File: config.mk
export PLATFORM = sky130hd
export DESIGN_NAME = bilps_loader
export DESIGN_NICKNAME = d
export VERILOG_FILES = /design/src/verilog/bilps_pkg.sv /design/src/verilog/bilps_loader.sv
export SDC_FILE = /design/constraint.sdc
export NUM_CORES = 1
export LEC_CHECK = 0
export ABC_CLOCK_PERIOD_IN_PS = 4750
export CAP_MARGIN = 25
export CORE_UTILIZATION = 50
export CTS_BUF_LIST = sky130_fd_sc_hd__clkbuf_4 sky130_fd_sc_hd__clkbuf_8
export DETAILED_ROUTE_END_ITERATION = 12
export DONT_BUFFER_PORTS = 1
export PLACE_DENSITY_LB_ADDON = 0.15
export SLEW_MARGIN = 20
export SYNTH_ARGS = -nofsm -noshare
export SYNTH_HDL_FRONTEND = slang
export SYNTH_SLANG_ARGS = --single-unit
File: constraint.sdc
create_clock -name core_clk -period 4.75 [get_ports core_clk]
set_input_delay 0.475 -clock core_clk [delete_from_list [all_inputs] [get_ports core_clk]]
set_output_delay 0.475 -clock core_clk [all_outputs]
set_load 0.02 [all_outputs]
File: src/verilog/bilps_pkg.sv
// Constants and carrier types for the boot image loader and PLL setup block.
// Assumes a single 40 MHz core clock and an active-low asynchronous reset.
package bilps_pkg;

  // ****************************************************************
  // Timing
  // ****************************************************************
  localparam int unsigned CLK_PERIOD_NS     = 25;
  localparam int unsigned BOOT_DELAY_MIN_US = 15;
  // Least time, so round up to whole cycles
  localparam int unsigned BOOT_DELAY_CYC    =
    (BOOT_DELAY_MIN_US * 1000 + CLK_PERIOD_NS - 1) / CLK_PERIOD_NS;
  localparam logic [9:0]  BOOT_DELAY_CNT    = 10'(BOOT_DELAY_CYC);

  // ****************************************************************
  // Boot image and CRC
  // ****************************************************************
  localparam int unsigned SECURE_BOOT_BIT = 5;
  localparam logic [31:0] CRC_POLY        = 32'hEDB8_8320;
  localparam logic [31:0] CRC_INIT        = 32'hFFFF_FFFF;
  localparam logic [31:0] CRC_SKIP        = 32'h0D15_AB1E;

  // ****************************************************************
  // PLL boot settings and clocking defaults
  // ****************************************************************
  localparam logic [11:0] PLL_F_MODE00 = 12'h09F;
  localparam logic [11:0] PLL_F_MODE11 = 12'h03F;
  localparam logic [11:0] PLL_F_MODE10 = 12'h01F;
  localparam logic [11:0] PLL_F_MODE01 = 12'h00F;
  localparam logic [2:0]  PLL_OD_BOOT  = 3'h1;
  localparam logic [5:0]  PLL_R_BOOT   = 6'h00;
  localparam logic [7:0]  REF_CLK_MHZ  = 8'h64;
  localparam logic [2:0]  CLKBLK_RESET = 3'h0;

  // ****************************************************************
  // Register map and field positions
  // ****************************************************************
  localparam logic [7:0] OFS_PLL_CFG  = 8'h00;
  localparam logic [7:0] OFS_SECURITY = 8'h04;
  localparam logic [7:0] OFS_STATUS   = 8'h08;
  localparam logic [7:0] OFS_RATIO    = 8'h0C;
  localparam logic [7:0] OFS_CRC      = 8'h10;
  localparam int unsigned POS_PLL_R   = 0;
  localparam int unsigned POS_PLL_F   = 8;
  localparam int unsigned POS_PLL_OD  = 24;
  localparam int unsigned POS_ST_STATE = 0;
  localparam int unsigned POS_ST_RUN  = 4;
  localparam int unsigned POS_ST_FAIL = 5;
  localparam int unsigned POS_ST_OTP  = 6;
  localparam int unsigned POS_ST_MODE = 8;
  localparam int unsigned POS_RAT_DEN = 16;

  // ****************************************************************
  // Types
  // ****************************************************************
  typedef enum logic [2:0] {
    ST_DELAY, ST_LEN, ST_PROG, ST_CHECK, ST_RUN, ST_FAIL
  } bilps_state_type;

  typedef struct packed {
    logic [2:0]  pll_output_divider;
    logic [11:0] feedback;
    logic [5:0]  ref_divider;
  } bilps_pll_type;

  typedef struct packed {
    logic        wr;
    logic        rd;
    logic [7:0]  addr;
    logic [31:0] wdata;
  } bilps_bus_type;

  typedef struct packed {
    logic       valid;
    logic [7:0] data;
  } bilps_byte_type;

  typedef struct packed {
    logic        we;
    logic [15:0] addr;
    logic [31:0] data;
  } bilps_ram_type;

endpackage : bilps_pkg

File: src/verilog/bilps_loader.sv
// Boot loader top: delay after reset, PLL boot setup, image load and check.
// Assumes byte source, RAM and register master all run on core_clk;
// only the mode pins come from off-chip and are synchronised here.
//
// Functional notes
// RQ1 - Held in reset while rstn is low
// RQ2 - GPIO pull-downs enabled during reset
// RQ3 - Boot starts after internal post-reset delay
// RQ4 - Secure bit five selects OTP boot source
// RQ5 - Image: length, program words, check word
// RQ6 - Magic check value skips CRC verification
// RQ7 - Length and check assembled LSB first
// RQ8 - Program stored from address zero, run there
// RQ9 - CRC covers length and program bytes
// RQ10 - CRC uses reflected polynomial 0xEDB88320
// RQ11 - CRC starts all ones, result inverted
// RQ12 - Mode pins choose boot PLL feedback
// RQ13 - Tile ratio from feedback and dividers
// RQ14 - Software keeps PLL fields within range
// RQ15 - PLL fields writable at run time
// RQ16 - Board keeps mode pins static
// RQ17 - PLL clocks switch, tile, reference
// RQ18 - Reference clock defaults to 100 MHz
// RQ19 - Ports start on clock block zero
// RQ20 - Software reprograms PLL after boot
// RQ21 - CRC mismatch blocks program start
module bilps_loader
  #(parameter int unsigned RAM_AW = 16)
  (
  input  wire logic                 core_clk,
  input  wire logic                 rstn,
  input  wire logic [1:0]           mode_pin,
  input  wire logic [31:0]          otp_security,
  input  wire bilps_pkg::bilps_bus_type  bus_req,
  output logic [31:0]               bus_rdata,
  output logic                      boot_src_otp,
  output logic                      byte_ready,
  input  wire bilps_pkg::bilps_byte_type byte_in,
  output bilps_pkg::bilps_ram_type  ram_wr,
  output logic                      run,
  output logic [RAM_AW-1:0]         run_addr,
  output logic                      boot_fail,
  output logic                      gpio_pulldown,
  output bilps_pkg::bilps_pll_type  pll_cfg,
  output logic                      pll_clk_switch_en,
  output logic                      pll_clk_tile_en,
  output logic                      refclk_from_pll,
  output logic [7:0]                refclk_mhz,
  output logic [2:0]                port_clkblk
  );
  import bilps_pkg::*;

  // ****************************************************************
  // State
  // ****************************************************************
  bilps_state_type  state_ff, nxt_state;
  logic [9:0]       dly_ff, nxt_dly;
  logic [1:0]       bcnt_ff, nxt_bcnt;
  logic [31:0]      word_ff, nxt_word;
  logic [31:0]      len_ff, nxt_len;
  logic [31:0]      wcnt_ff, nxt_wcnt;
  logic [31:0]      crc_ff, nxt_crc;
  logic             otp_ff, nxt_otp;
  logic             ready_ff, nxt_ready;
  bilps_ram_type    ram_ff, nxt_ram;
  logic             run_ff, nxt_run;
  logic             fail_ff, nxt_fail;
  logic             pd_ff, nxt_pd;
  logic             boot_go;
  logic             take;
  logic [31:0]      asm_word;

  logic [1:0]       mode_s1_ff, mode_s2_ff, mode_s3_ff;
  logic [1:0]       nxt_mode_s1, nxt_mode_s2, nxt_mode_s3;
  logic [1:0]       mode_ff, nxt_mode;
  logic             mode_ok;
  logic [31:0]      sec_ff, nxt_sec;
  bilps_pll_type    pll_ff, nxt_pll;
  logic [31:0]      rdata_ff, nxt_rdata;
  logic [12:0]      ratio_num;
  logic [11:0]      ratio_den;

  // One byte through the reflected CRC, bit by bit
  function automatic logic [31:0] crc_byte(input logic [31:0] c, input logic [7:0] d);
    logic [31:0] r;
    r = c ^ {24'h00_0000, d};
    for (int i = 0; i < 8; i++) begin
      r = r[0] ? ((r >> 1) ^ CRC_POLY) : (r >> 1); // see RQ10
    end
    return r;
  endfunction : crc_byte

  // ****************************************************************
  // Loader sequence
  // ****************************************************************

  // Byte accepted only while we advertise ready
  assign take     = byte_in.valid & ready_ff;
  assign asm_word = {byte_in.data, word_ff[31:8]}; // see RQ7
  // Boot may only start once the synchronised mode value is steady
  assign boot_go  = (state_ff == ST_DELAY) && (dly_ff == 10'h000) && mode_ok;

  // Next-state logic of the loader
  always_comb begin
    nxt_state = state_ff;
    nxt_dly   = dly_ff;
    nxt_bcnt  = bcnt_ff;
    nxt_word  = word_ff;
    nxt_len   = len_ff;
    nxt_wcnt  = wcnt_ff;
    nxt_crc   = crc_ff;
    nxt_otp   = otp_ff;
    nxt_ram   = ram_ff;
    nxt_ram.we = 1'b0;
    nxt_run   = run_ff;
    nxt_fail  = fail_ff;
    nxt_pd    = 1'b0; // Pull-downs end on the first clock edge after reset, see RQ2
    unique case (state_ff)
      ST_DELAY: begin
        if (dly_ff != 10'h000) begin
          nxt_dly = dly_ff - 10'h001; // see RQ3
        end else if (boot_go) begin
          nxt_otp   = sec_ff[SECURE_BOOT_BIT]; // see RQ4
          nxt_crc   = CRC_INIT; // see RQ11
          nxt_bcnt  = 2'h0;
          nxt_state = ST_LEN;
        end
      end
      ST_LEN: begin
        if (take) begin
          nxt_crc  = crc_byte(crc_ff, byte_in.data); // see RQ9
          nxt_word = asm_word;
          nxt_bcnt = bcnt_ff + 2'h1;
          if (bcnt_ff == 2'h3) begin
            nxt_len   = asm_word; // see RQ5
            nxt_wcnt  = 32'h0000_0000;
            nxt_state = (asm_word == 32'h0000_0000) ? ST_CHECK : ST_PROG;
          end
        end
      end
      ST_PROG: begin
        if (take) begin
          nxt_crc  = crc_byte(crc_ff, byte_in.data); // see RQ9
          nxt_word = asm_word;
          nxt_bcnt = bcnt_ff + 2'h1;
          if (bcnt_ff == 2'h3) begin
            // Lowest RAM address first, see RQ8
            nxt_ram.we   = 1'b1;
            nxt_ram.addr = wcnt_ff[15:0];
            nxt_ram.data = asm_word;
            nxt_wcnt     = wcnt_ff + 32'h0000_0001;
            if (wcnt_ff + 32'h0000_0001 == len_ff) begin
              nxt_state = ST_CHECK; // see RQ5
            end
          end
        end
      end
      ST_CHECK: begin
        if (take) begin
          // Check word itself stays out of the CRC
          nxt_word = asm_word;
          nxt_bcnt = bcnt_ff + 2'h1;
          if (bcnt_ff == 2'h3) begin
            if (asm_word == CRC_SKIP || asm_word == ~crc_ff) begin // see RQ6, see RQ11
              nxt_run   = 1'b1; // see RQ8
              nxt_state = ST_RUN;
            end else begin
              nxt_fail  = 1'b1; // see RQ21
              nxt_state = ST_FAIL;
            end
          end
        end
      end
      ST_RUN, ST_FAIL: begin
        nxt_state = state_ff;
      end
    endcase
    // Ready follows the state we are about to enter
    nxt_ready = (nxt_state == ST_LEN) || (nxt_state == ST_PROG) || (nxt_state == ST_CHECK);
  end

  // Loader registers; every flop forced to a constant under reset
  always_ff @(posedge core_clk or negedge rstn) begin
    if (!rstn) begin
      state_ff <= ST_DELAY; // see RQ1
      dly_ff   <= BOOT_DELAY_CNT; // see RQ3
      bcnt_ff  <= 2'h0;
      word_ff  <= 32'h0000_0000;
      len_ff   <= 32'h0000_0000;
      wcnt_ff  <= 32'h0000_0000;
      crc_ff   <= CRC_INIT;
      otp_ff   <= 1'b0;
      ready_ff <= 1'b0;
      ram_ff   <= '0;
      run_ff   <= 1'b0;
      fail_ff  <= 1'b0;
      pd_ff    <= 1'b1; // see RQ2
    end else begin
      state_ff <= nxt_state;
      dly_ff   <= nxt_dly;
      bcnt_ff  <= nxt_bcnt;
      word_ff  <= nxt_word;
      len_ff   <= nxt_len;
      wcnt_ff  <= nxt_wcnt;
      crc_ff   <= nxt_crc;
      otp_ff   <= nxt_otp;
      ready_ff <= nxt_ready;
      ram_ff   <= nxt_ram;
      run_ff   <= nxt_run;
      fail_ff  <= nxt_fail;
      pd_ff    <= nxt_pd;
    end
  end

  // ****************************************************************
  // Mode pins, security word, PLL and register port
  // ****************************************************************

  // Three-stage sync; a level counts once stages two and three agree
  assign mode_ok = (mode_s2_ff == mode_s3_ff);
  // Tile ratio terms: (F+1) over 2(R+1)(OD+1)
  assign ratio_num = {1'b0, pll_ff.feedback} + 13'h0001; // see RQ13
  assign ratio_den = 12'({5'h00, pll_ff.ref_divider} + 11'h001)
                   * 12'({8'h00, pll_ff.pll_output_divider} + 12'h001) * 12'h002;

  // Next values of configuration and read data
  always_comb begin
    nxt_mode_s1 = mode_pin;
    nxt_mode_s2 = mode_s1_ff;
    nxt_mode_s3 = mode_s2_ff;
    nxt_mode    = mode_ff;
    nxt_sec     = sec_ff;
    nxt_pll     = pll_ff;
    nxt_rdata   = 32'h0000_0000;
    // Security word is static from power-up; sample it before boot
    if (state_ff == ST_DELAY) begin
      nxt_sec = otp_security;
    end
    // Mode pins are only looked at once, trusting the board to hold them
    if (boot_go) begin // see RQ16
      nxt_mode = mode_s3_ff;
      nxt_pll.pll_output_divider = PLL_OD_BOOT; // see RQ12
      nxt_pll.ref_divider        = PLL_R_BOOT;
      unique case (mode_s3_ff)
        2'b00: nxt_pll.feedback = PLL_F_MODE00;
        2'b11: nxt_pll.feedback = PLL_F_MODE11;
        2'b10: nxt_pll.feedback = PLL_F_MODE10;
        2'b01: nxt_pll.feedback = PLL_F_MODE01;
      endcase
    end else if (bus_req.wr && bus_req.addr == OFS_PLL_CFG) begin
      // Each field takes only the low bits of its slice, with no range check, see RQ14
      nxt_pll.ref_divider        = bus_req.wdata[POS_PLL_R +: 6]; // see RQ15
      nxt_pll.feedback           = bus_req.wdata[POS_PLL_F +: 12]; // see RQ15, see RQ20
      nxt_pll.pll_output_divider = bus_req.wdata[POS_PLL_OD +: 3]; // see RQ15
    end
    // Read data for the cycle after the strobe; unmapped reads give zero
    if (bus_req.rd) begin
      unique case (bus_req.addr)
        OFS_PLL_CFG: begin
          nxt_rdata[POS_PLL_R +: 6]  = pll_ff.ref_divider;
          nxt_rdata[POS_PLL_F +: 12] = pll_ff.feedback;
          nxt_rdata[POS_PLL_OD +: 3] = pll_ff.pll_output_divider;
        end
        OFS_SECURITY: nxt_rdata = sec_ff;
        OFS_STATUS: begin
          nxt_rdata[POS_ST_STATE +: 3] = state_ff;
          nxt_rdata[POS_ST_RUN]        = run_ff;
          nxt_rdata[POS_ST_FAIL]       = fail_ff;
          nxt_rdata[POS_ST_OTP]        = otp_ff;
          nxt_rdata[POS_ST_MODE +: 2]  = mode_ff;
        end
        OFS_RATIO: begin
          nxt_rdata[12:0]               = ratio_num;
          nxt_rdata[POS_RAT_DEN +: 12]  = ratio_den;
        end
        OFS_CRC: nxt_rdata = ~crc_ff;
        default: nxt_rdata = 32'h0000_0000;
      endcase
    end
  end

  // Configuration registers
  always_ff @(posedge core_clk or negedge rstn) begin
    if (!rstn) begin
      mode_s1_ff <= 2'b00;
      mode_s2_ff <= 2'b00;
      mode_s3_ff <= 2'b00;
      mode_ff    <= 2'b00;
      sec_ff     <= 32'h0000_0000;
      pll_ff     <= '{PLL_OD_BOOT, PLL_F_MODE00, PLL_R_BOOT};
      rdata_ff   <= 32'h0000_0000;
    end else begin
      mode_s1_ff <= nxt_mode_s1;
      mode_s2_ff <= nxt_mode_s2;
      mode_s3_ff <= nxt_mode_s3;
      mode_ff    <= nxt_mode;
      sec_ff     <= nxt_sec;
      pll_ff     <= nxt_pll;
      rdata_ff   <= nxt_rdata;
    end
  end

  // ****************************************************************
  // Clock routing flags
  // ****************************************************************
  logic sw_en_ff, tile_en_ff, ref_src_ff;
  logic [7:0] ref_mhz_ff;
  logic [2:0] clkblk_ff;

  // Routing is fixed here; the PLL feeds everything from the first edge
  always_ff @(posedge core_clk or negedge rstn) begin
    if (!rstn) begin
      sw_en_ff   <= 1'b0;
      tile_en_ff <= 1'b0;
      ref_src_ff <= 1'b0;
      ref_mhz_ff <= REF_CLK_MHZ; // see RQ18
      clkblk_ff  <= CLKBLK_RESET; // see RQ19
    end else begin
      sw_en_ff   <= 1'b1; // see RQ17
      tile_en_ff <= 1'b1; // see RQ17
      ref_src_ff <= 1'b1; // see RQ17
      ref_mhz_ff <= REF_CLK_MHZ;
      clkblk_ff  <= CLKBLK_RESET;
    end
  end

  // Outputs straight from flops, except run_addr, which is a constant
  assign bus_rdata         = rdata_ff;
  assign boot_src_otp      = otp_ff;
  assign byte_ready        = ready_ff;
  assign ram_wr            = ram_ff;
  assign run               = run_ff;
  assign run_addr          = '0; // Constant start address, see RQ8
  assign boot_fail         = fail_ff;
  assign gpio_pulldown     = pd_ff;
  assign pll_cfg           = pll_ff;
  assign pll_clk_switch_en = sw_en_ff;
  assign pll_clk_tile_en   = tile_en_ff;
  assign refclk_from_pll   = ref_src_ff;
  assign refclk_mhz        = ref_mhz_ff;
  assign port_clkblk       = clkblk_ff;

endmodule : bilps_loader

Word level (Yosys, flattened, before mapping). Cells that the tools add are included.

$add $sub $neg: 6. Multipliers: 1. Eq/ne operators: 28. Multiplexer cells: 53. Bitwise gates (word level): 13. Reductions and logical operators: 29.

Operators with widths (number): 32-bit 2-to-1 mux (16); 49-bit 2-to-1 mux (3); 32-bit one-hot mux with 2 select lines (2); 13-bit inverter with 14-bit output (8); 32-bit == test (2); 12-bit one-hot mux with 4 select lines (1); 21-bit 2-to-1 mux (2); 32-bit by 1-bit adder with 32-bit output (second input constant) (1); 32-bit by 28-bit == test with 1-bit output (second input constant) (1); 32-bit zero test (1); 32-bit inverter (1); 32-bit by 8-bit XOR with 32-bit output (1); 3-bit one-hot mux with 5 select lines (2); 3-bit 2-to-1 mux (9); 3-bit one-hot mux with 4 select lines (2); 2-bit one-hot mux with 5 select lines (2); 8-bit by 4-bit == test with 1-bit output (second input constant) (2); 4-bit one-hot mux with 4 select lines (1); 4-bit AND reduction (4); 12-bit by 1-bit adder with 13-bit output (second input constant) (1); 3-bit by 2-bit == test with 1-bit output (second input constant) (4); 2-bit inequality test (second input constant) (6); 4-bit one-hot mux with 3 select lines (1); 7-bit by 4-bit multiplier with 11-bit output (1); 34 further kinds (56).

Register bits: 291. Bits of input ports: 87. Output and inout port bits: 137. Word-level logic and storage cells: 155.

Logic depth before layout (Yosys ltp). Gate-level depths: netlist of the first run.

Depth in word-level cells: 19. Gate-level depth with buffers: 17. Mapped depth without buffers: 16.

Least setup slack after synthesis of the first run. OpenSTA, ideal clock, no wires.

Path type: reg-to-reg. Start: reg pll_ff (netlist bit pll_cfg[18]). End: reg rdata_ff[27], in the netlist bus_rdata[27]. Library setup time: 0.126 ns. Data arrival time: 4.144 ns. Data required time: 4.624 ns. Setup slack: 0.481 ns. Cell stages (with the launch flop): 16. Buffers on the path: 1. Period minus slack after synthesis: 4.269 ns. Path through: dfstp_2 > clkbuf_1 > nand3_1 > or2_2 > fa_1 > inv_1 > fa_1 > fa_1 > a21o_1 > a21oi_1 > o21bai_1 > a21oi_1 > o21ai_0 > xor2_1 > a221oi_1 > nor2_1.

Cells in the longest elaborated chain, start to end: 4.

Ends and longest elaborated chain: start: declaration (RTL line bilps_loader.sv:78) `bilps_pll_type pll_ff, nxt_pll;`; start signal: assignment (RTL line bilps_loader.sv:290) `pll_ff <= '{PLL_OD_BOOT, PLL_F_MODE00, PLL_R_BOOT};`; start signal: assignment (RTL line bilps_loader.sv:298) `pll_ff <= nxt_pll;`; 3-bit by 1-bit adder with 4-bit output (RTL line bilps_loader.sv:224) `* 12'({8'h00, pll_ff.pll_output_divider} + 12'h001) * 12'h002;`; 7-bit by 4-bit multiplier with 11-bit output (RTL line bilps_loader.sv:224); 1-bit one-hot mux with 3 select lines (RTL line bilps_loader.sv:258) `unique case (bus_req.addr)`; 32-bit 2-to-1 mux (RTL line bilps_loader.sv:257) `if (bus_req.rd) begin`; named net nxt_rdata[27] (RTL line bilps_loader.sv:79) `logic [31:0] rdata_ff, nxt_rdata;`; end signal: assignment (RTL line bilps_loader.sv:299) `rdata_ff <= nxt_rdata;`; end: declaration (RTL line bilps_loader.sv:79).

The timed path passes the listed nets, and every way through them passes these cells. A chain may end at the register's enable or synchronous reset.

Final worst setup path of the first run. Same ends and word-level chain as after synthesis.

==> results of run 1 <==
[state kept, by name (all words and copies together), names as in the netlist, 21 cells and up]
register	count
bus_rdata	32
crc_ff	32
len_ff	32
wcnt_ff	32
pll_cfg	21
sec_ff	32
word_ff	24
ram_wr	49
[Yosys cell counts (all sizes together), types with 6 or more instances]
| cell type | n |
|---|---|
| ha | 21 |
| mux2i | 18 |
| o21a | 8 |
| and2 | 13 |
| dfrtp | 239 |
| o31ai | 12 |
| o21ai | 61 |
| nor4 | 17 |
| nor2 | 136 |
| nand3 | 39 |
| mux2 | 57 |
| nor3 | 19 |
| nand4 | 32 |
| dfstp | 44 |
| inv | 28 |
| o22ai | 16 |
| a211oi | 6 |
| a221oi | 7 |
| xor2 | 81 |
| fa | 10 |
| and3 | 16 |
| a21oi | 67 |
| nand2b | 9 |
| a31oi | 34 |
| buf | 49 |
| nor2b | 6 |
| xnor2 | 106 |
| clkbuf | 69 |
| nand2 | 332 |
[layout make-up]
cell class              instances  share of cell area (%)
flip-flops and latches        283                    42.7
clock buffers                  82                    5.96
repair buffers                 62                    3.35
well taps                     390                    2.92
inverters                      29                   0.651
clock inverters                 8                   0.322
multi-input cells            1208                    44.1
[worst max-delay path: cells and delay by family (launching register included)]
kind	cells	cell delay (ps)
adder cells (fa/ha/maj)	3	1520
AO/OA/AOI/OAI	6	1090
flip-flops	1	720
AND/OR/NAND/NOR	3	710
XOR/XNOR	1	160
buffers and inverters	1	50
[metrics by stage]
step                total power, W  cells  setup WS, ps  util (%)
finish                     0.00949   2062           384      56.5
global route                0.0101   2062          27.2      56.5
CTS                        0.00955   2062           361      56.5
detailed placement         0.00716   1934           365      51.6
global placement           0.00709   1934           390      51.6
floorplan                  0.00634   1638           481         -
[metal layers]
metal  vias up  routed length (um)  track usage, %
met5         -                   0               0
met4         0                1230            9.78
met3        94                2760            5.89
met2       415               20000            45.6
met1      5601               17000            34.4
li1       5453                   -               -
[how the worst max path moves through the flow]
stage | from | endpoint | slack, ps | cells after the start
finish | pll_cfg[18]$_DFFE_PN1P_ | bus_rdata[27]$_DFF_PN0_ | 380 | 14
global route | pll_cfg[18]$_DFFE_PN1P_ | bus_rdata[27]$_DFF_PN0_ | 30 | 14
CTS | pll_cfg[18]$_DFFE_PN1P_ | bus_rdata[27]$_DFF_PN0_ | 360 | 14
detailed placement | pll_cfg[18]$_DFFE_PN1P_ | bus_rdata[27]$_DFF_PN0_ | 360 | 14
global placement | pll_cfg[18]$_DFFE_PN1P_ | bus_rdata[27]$_DFF_PN0_ | 390 | 14
floorplan | pll_cfg[18]$_DFFE_PN1P_ | bus_rdata[27]$_DFF_PN0_ | 480 | 15
[logic make-up (layout without fill, tap and decap cells)]
| group | after synthesis | in the layout | share of synthesized area, % |
|---|---|---|---|
| buffers and inverters | 147 | 181 | 4.54 |
| multiplexers | 75 | 75 | 5.45 |
| XOR/XNOR | 188 | 188 | 11.0 |
| other | 2 | 29 | 0.0498 |
| AND/OR/NAND/NOR | 645 | 645 | 18.9 |
| flip-flops | 283 | 283 | 47.3 |
| AO/OA/AOI/OAI | 240 | 240 | 9.64 |
| adder cells (fa/ha/maj) | 31 | 31 | 3.07 |
[power groups by stage]
stage	sequential (W)	clock, W	combinational, W
4_1_cts	0.00438	0.00238	0.00279
6_report	0.00439	0.00233	0.00278
2_1_floorplan	0.00395	0	0.00240
5_1_grt	0.00447	0.00250	0.00311
3_3_place_gp	0.00440	0	0.00269
3_5_place_dp	0.00442	0	0.00275
==> flow_summary_export.csv, run 1 <==
group,metric,value,unit
global_routing,grt_pass1_wl,65300,um
synth,synthesis.area_per_instance,9.36,um^2
clock_network,cts_root_buf,"clkbuf_8",
layout,diodes,0,
critical_path,cp-end-kind,"flop",
synth,syn_inst,1611,
floorplan,die_area,30900,um^2
critical_path,cpPeakStageDelay,720,ps
status,violations,"hold timing",
detailed_routing,wl_per_cell,19.9,um
layout,seq_area,7140,um^2
clock_network,path_clk_slew,60,ps
clock_network,cts_buffer_depth,3,
timing,period_needed,4370,ps
critical_path,critical_path_class,"flop to flop",
placed_design,hpwl,28300,um
synth,mappedNetlistArea,15100,um^2
synth,synthDistinctLibCells,64,
critical_path,crit_slowest_cell,"dfstp_2",
timing,worstMarginPinSlew,881,ps
critical_path,cp_data_arrival_time,4820,ps
timing,rsz0062_at_grt,"false",
critical_path,crit_chain,"nand3_1 > or2_2 > fa_1 > inv_1 > fa_1 > fa_1 > a21o_1 > a21oi_1 > o21bai_1 > a21oi_1 > o21ai_0 > xor2_1 > a221oi_1 > nor2_1",
synth,netlist_top_cells_area,"dfrtp_1, nand2_1, dfstp_2",
clock_network,cts_tree,"done",
timing,tns,0,ps
status,status,"finished, violations left",
clock_network,cts-buffers-inserted,49,
synth,synth-seq-cells,283,
layout,num-nets-final,1751,
critical_path,cp_max_fo,12,
layout,drive_gt1_share,13.7,%
critical_path,crit_required,5210,ps
critical_path,r2r-end,"bus_rdata[27]$_DFF_PN0_",
layout,syn_to_final_growth,10.9,%
synth,synthArstFlopShare,100,%
synth,yosysWarnings,0,
power_and_ir_drop,p_comb_share,29.3,%
layout,most-common-layout-cells,"nand2_1, dfrtp_1, nor2_1",
clock_network,holdBufCountCts,38,
detailed_routing,num_vias,11600,
global_routing,antenna_found_initial,0,
detailed_routing,drcViolationCount,0,
detailed_routing,via_per_inst,5.61,
critical_path,r2r_slack,380,ps
clock_network,htreeDepth,2,
clock_network,cts_sinks,283,
hold_path,hold_class,"input pin to asynchronous set/reset pin",
layout,fin_area,16700,um^2
power_and_ir_drop,vdd_drop_max,0.287,mV
floorplan,die_y,176,um
synth,synth.largest_area_cell,"dfrtp_1",
detailed_routing,firstDrtPassIters,5,
detailed_routing,drtIter0Drc,891,
layout,n_fill_cell,2723,
synth,synth_top_area_share,39.7,%
power_and_ir_drop,p_sw_share,38.2,%
detailed_routing,ant_nets,0,
clock_network,clk-insertion-delay-late,580,ps
floorplan,io_pins,224,
clock_network,cts_resized,0,
global_routing,grt_overflow,0,
floorplan,core.rowCount,63,
power_and_ir_drop,power_switching,0.00363,W
critical_path,crit_path_frequent_cell,"fa_1",
layout,multi_input_area,7390,um^2
job,cap_violations,0,
timing,fmax,0.229,GHz
detailed_routing,wirelength,41000,um
timing,slew_headroom,40.8,%
power_and_ir_drop,power_density,567,nW/um^2
critical_path,regToRegStartpoint,"pll_cfg[18]$_DFFE_PN1P_",
synth,ys.flop_type,"dfrtp_1",
timing,skew,43.8,ps
synth,synth_edf_count,0,
floorplan,core_area,29600,um^2
floorplan,die_x,176,um
critical_path,reg2regPathDepth,14,
global_routing,grt_start_max_net_pins,284,
placed_design,portBuffers,0,
power_and_ir_drop,p_leak,7.57,nW
timing,hold_viol,255,
clock_network,postCtsSetupRepairBufs,0,
global_routing,grtUsageTotal,27.1,%
placed_design,routabilityCongestion,0.907,
global_routing,grt_pass1_vias,11600,
power_and_ir_drop,clockPowerShare,24.5,%
timing,hold_slack,-406,ps
power_and_ir_drop,seq_power_share,46.2,%
placed_design,post_dp_cell_area,15300,um^2
layout,layout_commonest_cell,"nand2_1",
timing,setup_viol,0,
floorplan,start_util,50.9,%
timing,period_share,91.9,%
critical_path,critPathLaunchType,"flop",
synth,ys_seq_area_share,47.3,%
power_and_ir_drop,intPower,0.00587,W
timing,drv_slew,0,
Power figures use the tool's default switching activity.
==> run 2: changes to the inputs <==
Settings changed: ABC_CLOCK_PERIOD_IN_PS 4750 to 5470.
Clock period 4.75 ns to 5.47 ns, I/O delays scaled along.
==> run 2 against run 1 <==
Against the previous run: sequential power is 13% lower; setup slack better by 610 ps; the flow still finishes with violations (hold timing); highest routed layer unchanged; clock power is 13% lower; count of clock-buffer cells in the layout is 1 lower; first-iteration DRC count is 9.2% lower; utilization is 1.4 points lower.
==> flow_summary_export.csv, run 2 (same netlist as run 1, synthesis figures left out) <==
group,metric,value,unit
status,status,"finished, violations left",
status,violations,"hold timing",
critical_path,cp_max_fo,12,
timing,hold_slack,-327,ps
timing,period_share,81.8,%
clock_network,clk-insertion-delay-late,590,ps
layout,largest_reg_flops,49,
global_routing,grt_overflow,0,
layout,most-common-layout-cells,"nand2_1, dfrtp_1, nor2_1",
layout,syn_to_final_growth,8.17,%
global_routing,grt_pass1_wl,64300,um
detailed_routing,firstDrtPassIters,5,
timing,slew_headroom,38.3,%
placed_design,post_dp_cell_area,15300,um^2
detailed_routing,via_per_inst,5.68,
detailed_routing,drcViolationCount,0,
layout,drive_gt1_share,13.6,%
detailed_routing,num_vias,11500,
clock_network,cts-buffers-inserted,49,
critical_path,r2r_slack,990,ps
power_and_ir_drop,vdd_drop_max,0.226,mV
floorplan,die_y,176,um
detailed_routing,ant_nets,0,
critical_path,crit_start,"pll_cfg[18]$_DFFE_PN1P_",
global_routing,antenna_found_initial,0,
floorplan,io_pins,224,
timing,skew,39.5,ps
critical_path,regToRegStartpoint,"pll_cfg[18]$_DFFE_PN1P_",
timing,hold_viol,249,
clock_network,cts_buffer_depth,3,
clock_network,htreeDepth,2,
clock_network,cts_resized,0,
critical_path,critPathCapture,"bus_rdata[27]$_DFF_PN0_",
critical_path,reg2regPathDepth,14,
layout,diodes,0,
critical_path,r2r-end,"bus_rdata[27]$_DFF_PN0_",
clock_network,postCtsSetupRepairBufs,0,
timing,worstMarginPinSlew,917,ps
placed_design,portBuffers,0,
critical_path,critPathLaunchType,"flop",
job,cap_violations,0,
hold_path,hold_class,"input pin to asynchronous set/reset pin",
placed_design,dp_cells,1928,
power_and_ir_drop,power_density,505,nW/um^2
power_and_ir_drop,p_leak,7.38,nW
global_routing,grt_pass1_vias,11400,
critical_path,critical_path_class,"flop to flop",
floorplan,start_util,50.9,%
global_routing,grtUsageTotal,26.6,%
clock_network,path_clk_slew,60,ps
critical_path,cp_data_arrival_time,4930,ps
timing,period_needed,4480,ps
clock_network,holdBufCountCts,2,
timing,setup_viol,0,
detailed_routing,drtIter0Drc,809,
clock_network,cts_tree,"done",
critical_path,cp-end-kind,"flop",
layout,num-nets-final,1709,
detailed_routing,wirelength,40500,um
floorplan,core.rowCount,63,
layout,stdcell_count,2018,
global_routing,grt_start_max_net_pins,284,
timing,drv_slew,0,
critical_path,crit_required,5920,ps
timing,tns,0,ps
placed_design,hpwl,28000,um
layout,fin_area,16300,um^2
floorplan,core_area,29600,um^2
timing,rsz0062_at_grt,"false",
clock_network,cts_root_buf,"clkbuf_8",
layout,n_fill_cell,2732,
layout,layout_commonest_cell,"nand2_1",
detailed_routing,wl_per_cell,20.1,um
clock_network,cts_sinks,283,
floorplan,die_area,30900,um^2
timing,fmax,0.223,GHz
floorplan,die_x,176,um
placed_design,routabilityCongestion,0.902,
==> run 2: changes by cell type in the layout (fill, tap and decap cells not counted) <==
cell	previous run	this run
clkbuf_8	61	57
clkinv_2	6	4
inv_6	0	1
bufinv_16	0	1
dlygate4sd3_1	38	2
clkinvlp_4	1	0
buf_4	24	18
clkbuf_4	21	24
==> run 2: how the worst min path moves through the flow <==
stage	from	endpoint	slack, ps	cells after the start
2_1_floorplan	rstn	bcnt_ff[0]$_DFFE_PN0P_	250	0
3_3_place_gp	rstn	ram_wr[35]$_DFFE_PN0P_	260	0
3_5_place_dp	rstn	ram_wr[34]$_DFFE_PN0P_	260	0
4_1_cts	rstn	ram_wr[34]$_DFFE_PN0P_	-350	0
5_1_grt	rstn	ram_wr[35]$_DFFE_PN0P_	-350	0
6_report	rstn	ram_wr[34]$_DFFE_PN0P_	-330	0
==> run 2: through the flow <==
| step | power (W) | setup WS, ps | utilization, % | hold WS, ps |
|---|---|---|---|---|
| after floorplan | 0.00551 | 1200 | - | 251 |
| after global placement | 0.00615 | 1100 | 51.5 | 262 |
| after detailed placement | 0.00622 | 1010 | 51.5 | 260 |
| after CTS | 0.00828 | 1010 | 55.0 | -352 |
| after global routing | 0.00873 | 705 | 55.0 | -355 |
| final | 0.00824 | 994 | 55.0 | -327 |
==> run 2: metal layers <==
metal  global-route usage (%)  wire length [um]  vias to the layer above
met2                     45.0             19600                      392
met1                     33.1             16700                     5597
met5                        0                 0                        -
met3                     6.45              2810                       95
li1                         -                 -                     5383
met4                     9.46              1310                        0
==> run 2: cell type report <==
class                      count  area [um^2]  area share (%)
clock buffer                  81          965            5.91
timing repair buffer          20          155           0.951
clock inverter                 7         75.1           0.460
sequential                   283         7140            43.7
multi-input combinational   1208         7390            45.3
inverter                      29          109           0.667
tap                          390          488            2.99
==> run 2: worst max-delay path, stage by stage, from the launching register on <==
cell      delay [ps]
dfstp_2          710
nand3_1          270
or2_2            370
fa_1             530
inv_1             50
fa_1             530
fa_1             470
a21o_1           170
a21oi_1          230
o21bai_1         100
a21oi_1          230
o21ai_0          160
xor2_1           170
a221oi_1         280
nor2_1            70
==> run 2: where the power goes <==
| part | internal, W | total (W) | switching, W |
|---|---|---|---|
| combinational | 0.00116 | 0.00240 | 0.00124 |
| sequential | 0.00277 | 0.00382 | 0.00105 |
| clock | 0.00116 | 0.00202 | 0.000864 |
| total | 0.00509 | 0.00824 | 0.00315 |
==> run 3: changes to the inputs <==
Settings changed: ABC_CLOCK_PERIOD_IN_PS 5470 to 4330.
Clock period 5.47 ns to 4.33 ns, I/O delays scaled along.
==> run 3 against run 2 <==
Against the previous run: the flow still finishes with violations (hold timing); wire length up 5.1%; count of clock-buffer cells in the layout grew 3; setup slack worse by 730 ps.
==> flow_summary_export.csv, run 3 (same netlist as run 1, synthesis figures left out) <==
group,metric,value,unit
clock_network,postCtsSetupRepairBufs,0,
floorplan,die_x,176,um
clock_network,cts_sinks,283,
layout,drive_gt1_share,14.3,%
power_and_ir_drop,clockPowerShare,25.2,%
layout,fin_area,17100,um^2
power_and_ir_drop,intPower,0.00653,W
critical_path,crit_buf_inv,2,
floorplan,die_y,176,um
clock_network,cts_tree,"done",
power_and_ir_drop,p_total,0.0106,W
critical_path,critical_path_class,"flop to flop",
global_routing,grt_start_max_net_pins,284,
detailed_routing,num_vias,11800,
placed_design,dp_cells,1945,
floorplan,die_area,30900,um^2
clock_network,cts_root_buf,"clkbuf_8",
layout,most-common-layout-cells,"nand2_1, dfrtp_1, nor2_1",
layout,seq_area,7140,um^2
hold_path,hold_class,"input pin to asynchronous set/reset pin",
timing,rsz0062_at_grt,"false",
job,cap_violations,0,
timing,fmax,0.246,GHz
layout,syn_to_final_growth,13.3,%
floorplan,core.rowCount,63,
timing,tns,0,ps
timing,hold_viol,281,
floorplan,start_util,50.9,%
placed_design,portBuffers,0,
timing,period_share,94.0,%
floorplan,core_area,29600,um^2
clock_network,clk-insertion-delay-late,580,ps
critical_path,critPathLaunchType,"flop",
critical_path,crit_path_frequent_cell,"fa_1",
clock_network,cts-buffers-inserted,50,
detailed_routing,firstDrtPassIters,5,
timing,worstMarginPinSlew,932,ps
global_routing,grt_pass1_vias,11800,
timing,skew,20.1,ps
placed_design,post_dp_cell_area,15400,um^2
clock_network,path_clk_slew,60,ps
detailed_routing,drtIter0Drc,885,
layout,largest_reg_flops,49,
critical_path,cp-end-kind,"flop",
global_routing,grt_overflow,0,
status,status,"finished, violations left",
layout,stdcell_count,2098,
clock_network,holdBufCountCts,59,
power_and_ir_drop,power_switching,0.00404,W
critical_path,crit_chain,"buf_4 > xnor2_1 > nand2b_1 > fa_1 > inv_1 > fa_1 > fa_1 > a21o_1 > a21oi_1 > o21bai_1 > a21oi_1 > o21ai_0 > xor2_1 > a221oi_1 > nor2_1",
placed_design,hpwl,28900,um
timing,setup_viol,0,
power_and_ir_drop,p_sw_share,38.2,%
placed_design,routabilityCongestion,0.904,
timing,period_needed,4070,ps
timing,slew_headroom,37.9,%
critical_path,cp_data_arrival_time,4530,ps
global_routing,antenna_found_initial,0,
detailed_routing,drcViolationCount,0,
power_and_ir_drop,seq_power_share,45.5,%
layout,num-nets-final,1784,
clock_network,htreeDepth,2,
layout,n_fill_cell,2673,
power_and_ir_drop,p_leak,7.73,nW
floorplan,io_pins,224,
clock_network,cts_buffer_depth,3,
detailed_routing,ant_nets,0,
timing,hold_slack,-452,ps
power_and_ir_drop,vdd_drop_max,0.279,mV
critical_path,critical_path.top_delay_family,"adder cells",
critical_path,cp_max_fo,5,
power_and_ir_drop,p_comb_share,29.3,%
status,violations,"hold timing",
detailed_routing,via_per_inst,5.64,
detailed_routing,wl_per_cell,20.3,um
global_routing,grt_pass1_wl,66900,um
critical_path,crit_required,4790,ps
layout,multi_input_area,7390,um^2
timing,drv_slew,0,
critical_path,crit_slowest_cell,"fa_1",
layout,layout_commonest_cell,"nand2_1",
global_routing,grtUsageTotal,27.9,%
critical_path,cpPeakStageDelay,470,ps
power_and_ir_drop,power_density,619,nW/um^2
detailed_routing,wirelength,42500,um
layout,fin_util,57.7,%
[run 3: final timing paths]
kind / start / endpoint / slack, ps / depth (start not counted)
setup / recovery: pll_cfg[2]$_DFFE_PN0P_ / bus_rdata[27]$_DFF_PN0_ / 260 / 15
hold / removal: rstn / ram_wr[36]$_DFFE_PN0P_ / -450 / 0
setup reg to reg: pll_cfg[2]$_DFFE_PN0P_ / bus_rdata[27]$_DFF_PN0_ / 260 / 15
hold reg to reg: mode_s1_ff[0]$_DFF_PN0_ / mode_s2_ff[0]$_DFF_PN0_ / 350 / 0
max in group asynchronous: rstn / pll_cfg[13]$_DFFE_PN1P_ / 4300 / 0
min in group core_clk: bus_req[40] / bus_rdata[30]$_DFF_PN0_ / 20 / 1
[run 3: area by class of cell]
class,instances,share of cell area [%]
antenna,1,0.0146
clock buffer,84,6.14
clock inverter,9,0.315
inverter,29,0.637
multi-input combinational,1208,43.3
sequential,283,41.8
tap,390,2.86
timing repair buffer,94,4.99
[run 3: power groups by stage]
stage | Combinational [W] | Clock, W | Sequential [W]
after CTS | 0.00311 | 0.00271 | 0.00480
after detailed placement | 0.00304 | 0 | 0.00484
after global placement | 0.00297 | 0 | 0.00482
after global routing | 0.00345 | 0.00283 | 0.00490
after floorplan | 0.00263 | 0 | 0.00433
final | 0.00310 | 0.00266 | 0.00481
[run 3: metrics by stage]
stage	worst slack, ps	hold slack, ps
after floorplan	60.5	137
after global placement	344	148
after detailed placement	269	145
after CTS	257	-474
after global routing	41.9	-483
final	262	-452
[run 3: layer usage]
metal  global-route usage [%]  wire length, um  up-vias
met4                     9.89             1360        0
met3                     5.56             2340      100
met1                     34.4            17500     5823
met2                     48.5            21300      387
li1                         -                -     5521
met5                        0                0        -
[run 3: timing repair]
item | 4_1_cts | 5_1_grt
gates resized for setup | 0 | 1
endpoints found under the setup margin | 0 | 1
endpoints found under the hold margin | 363 | 283
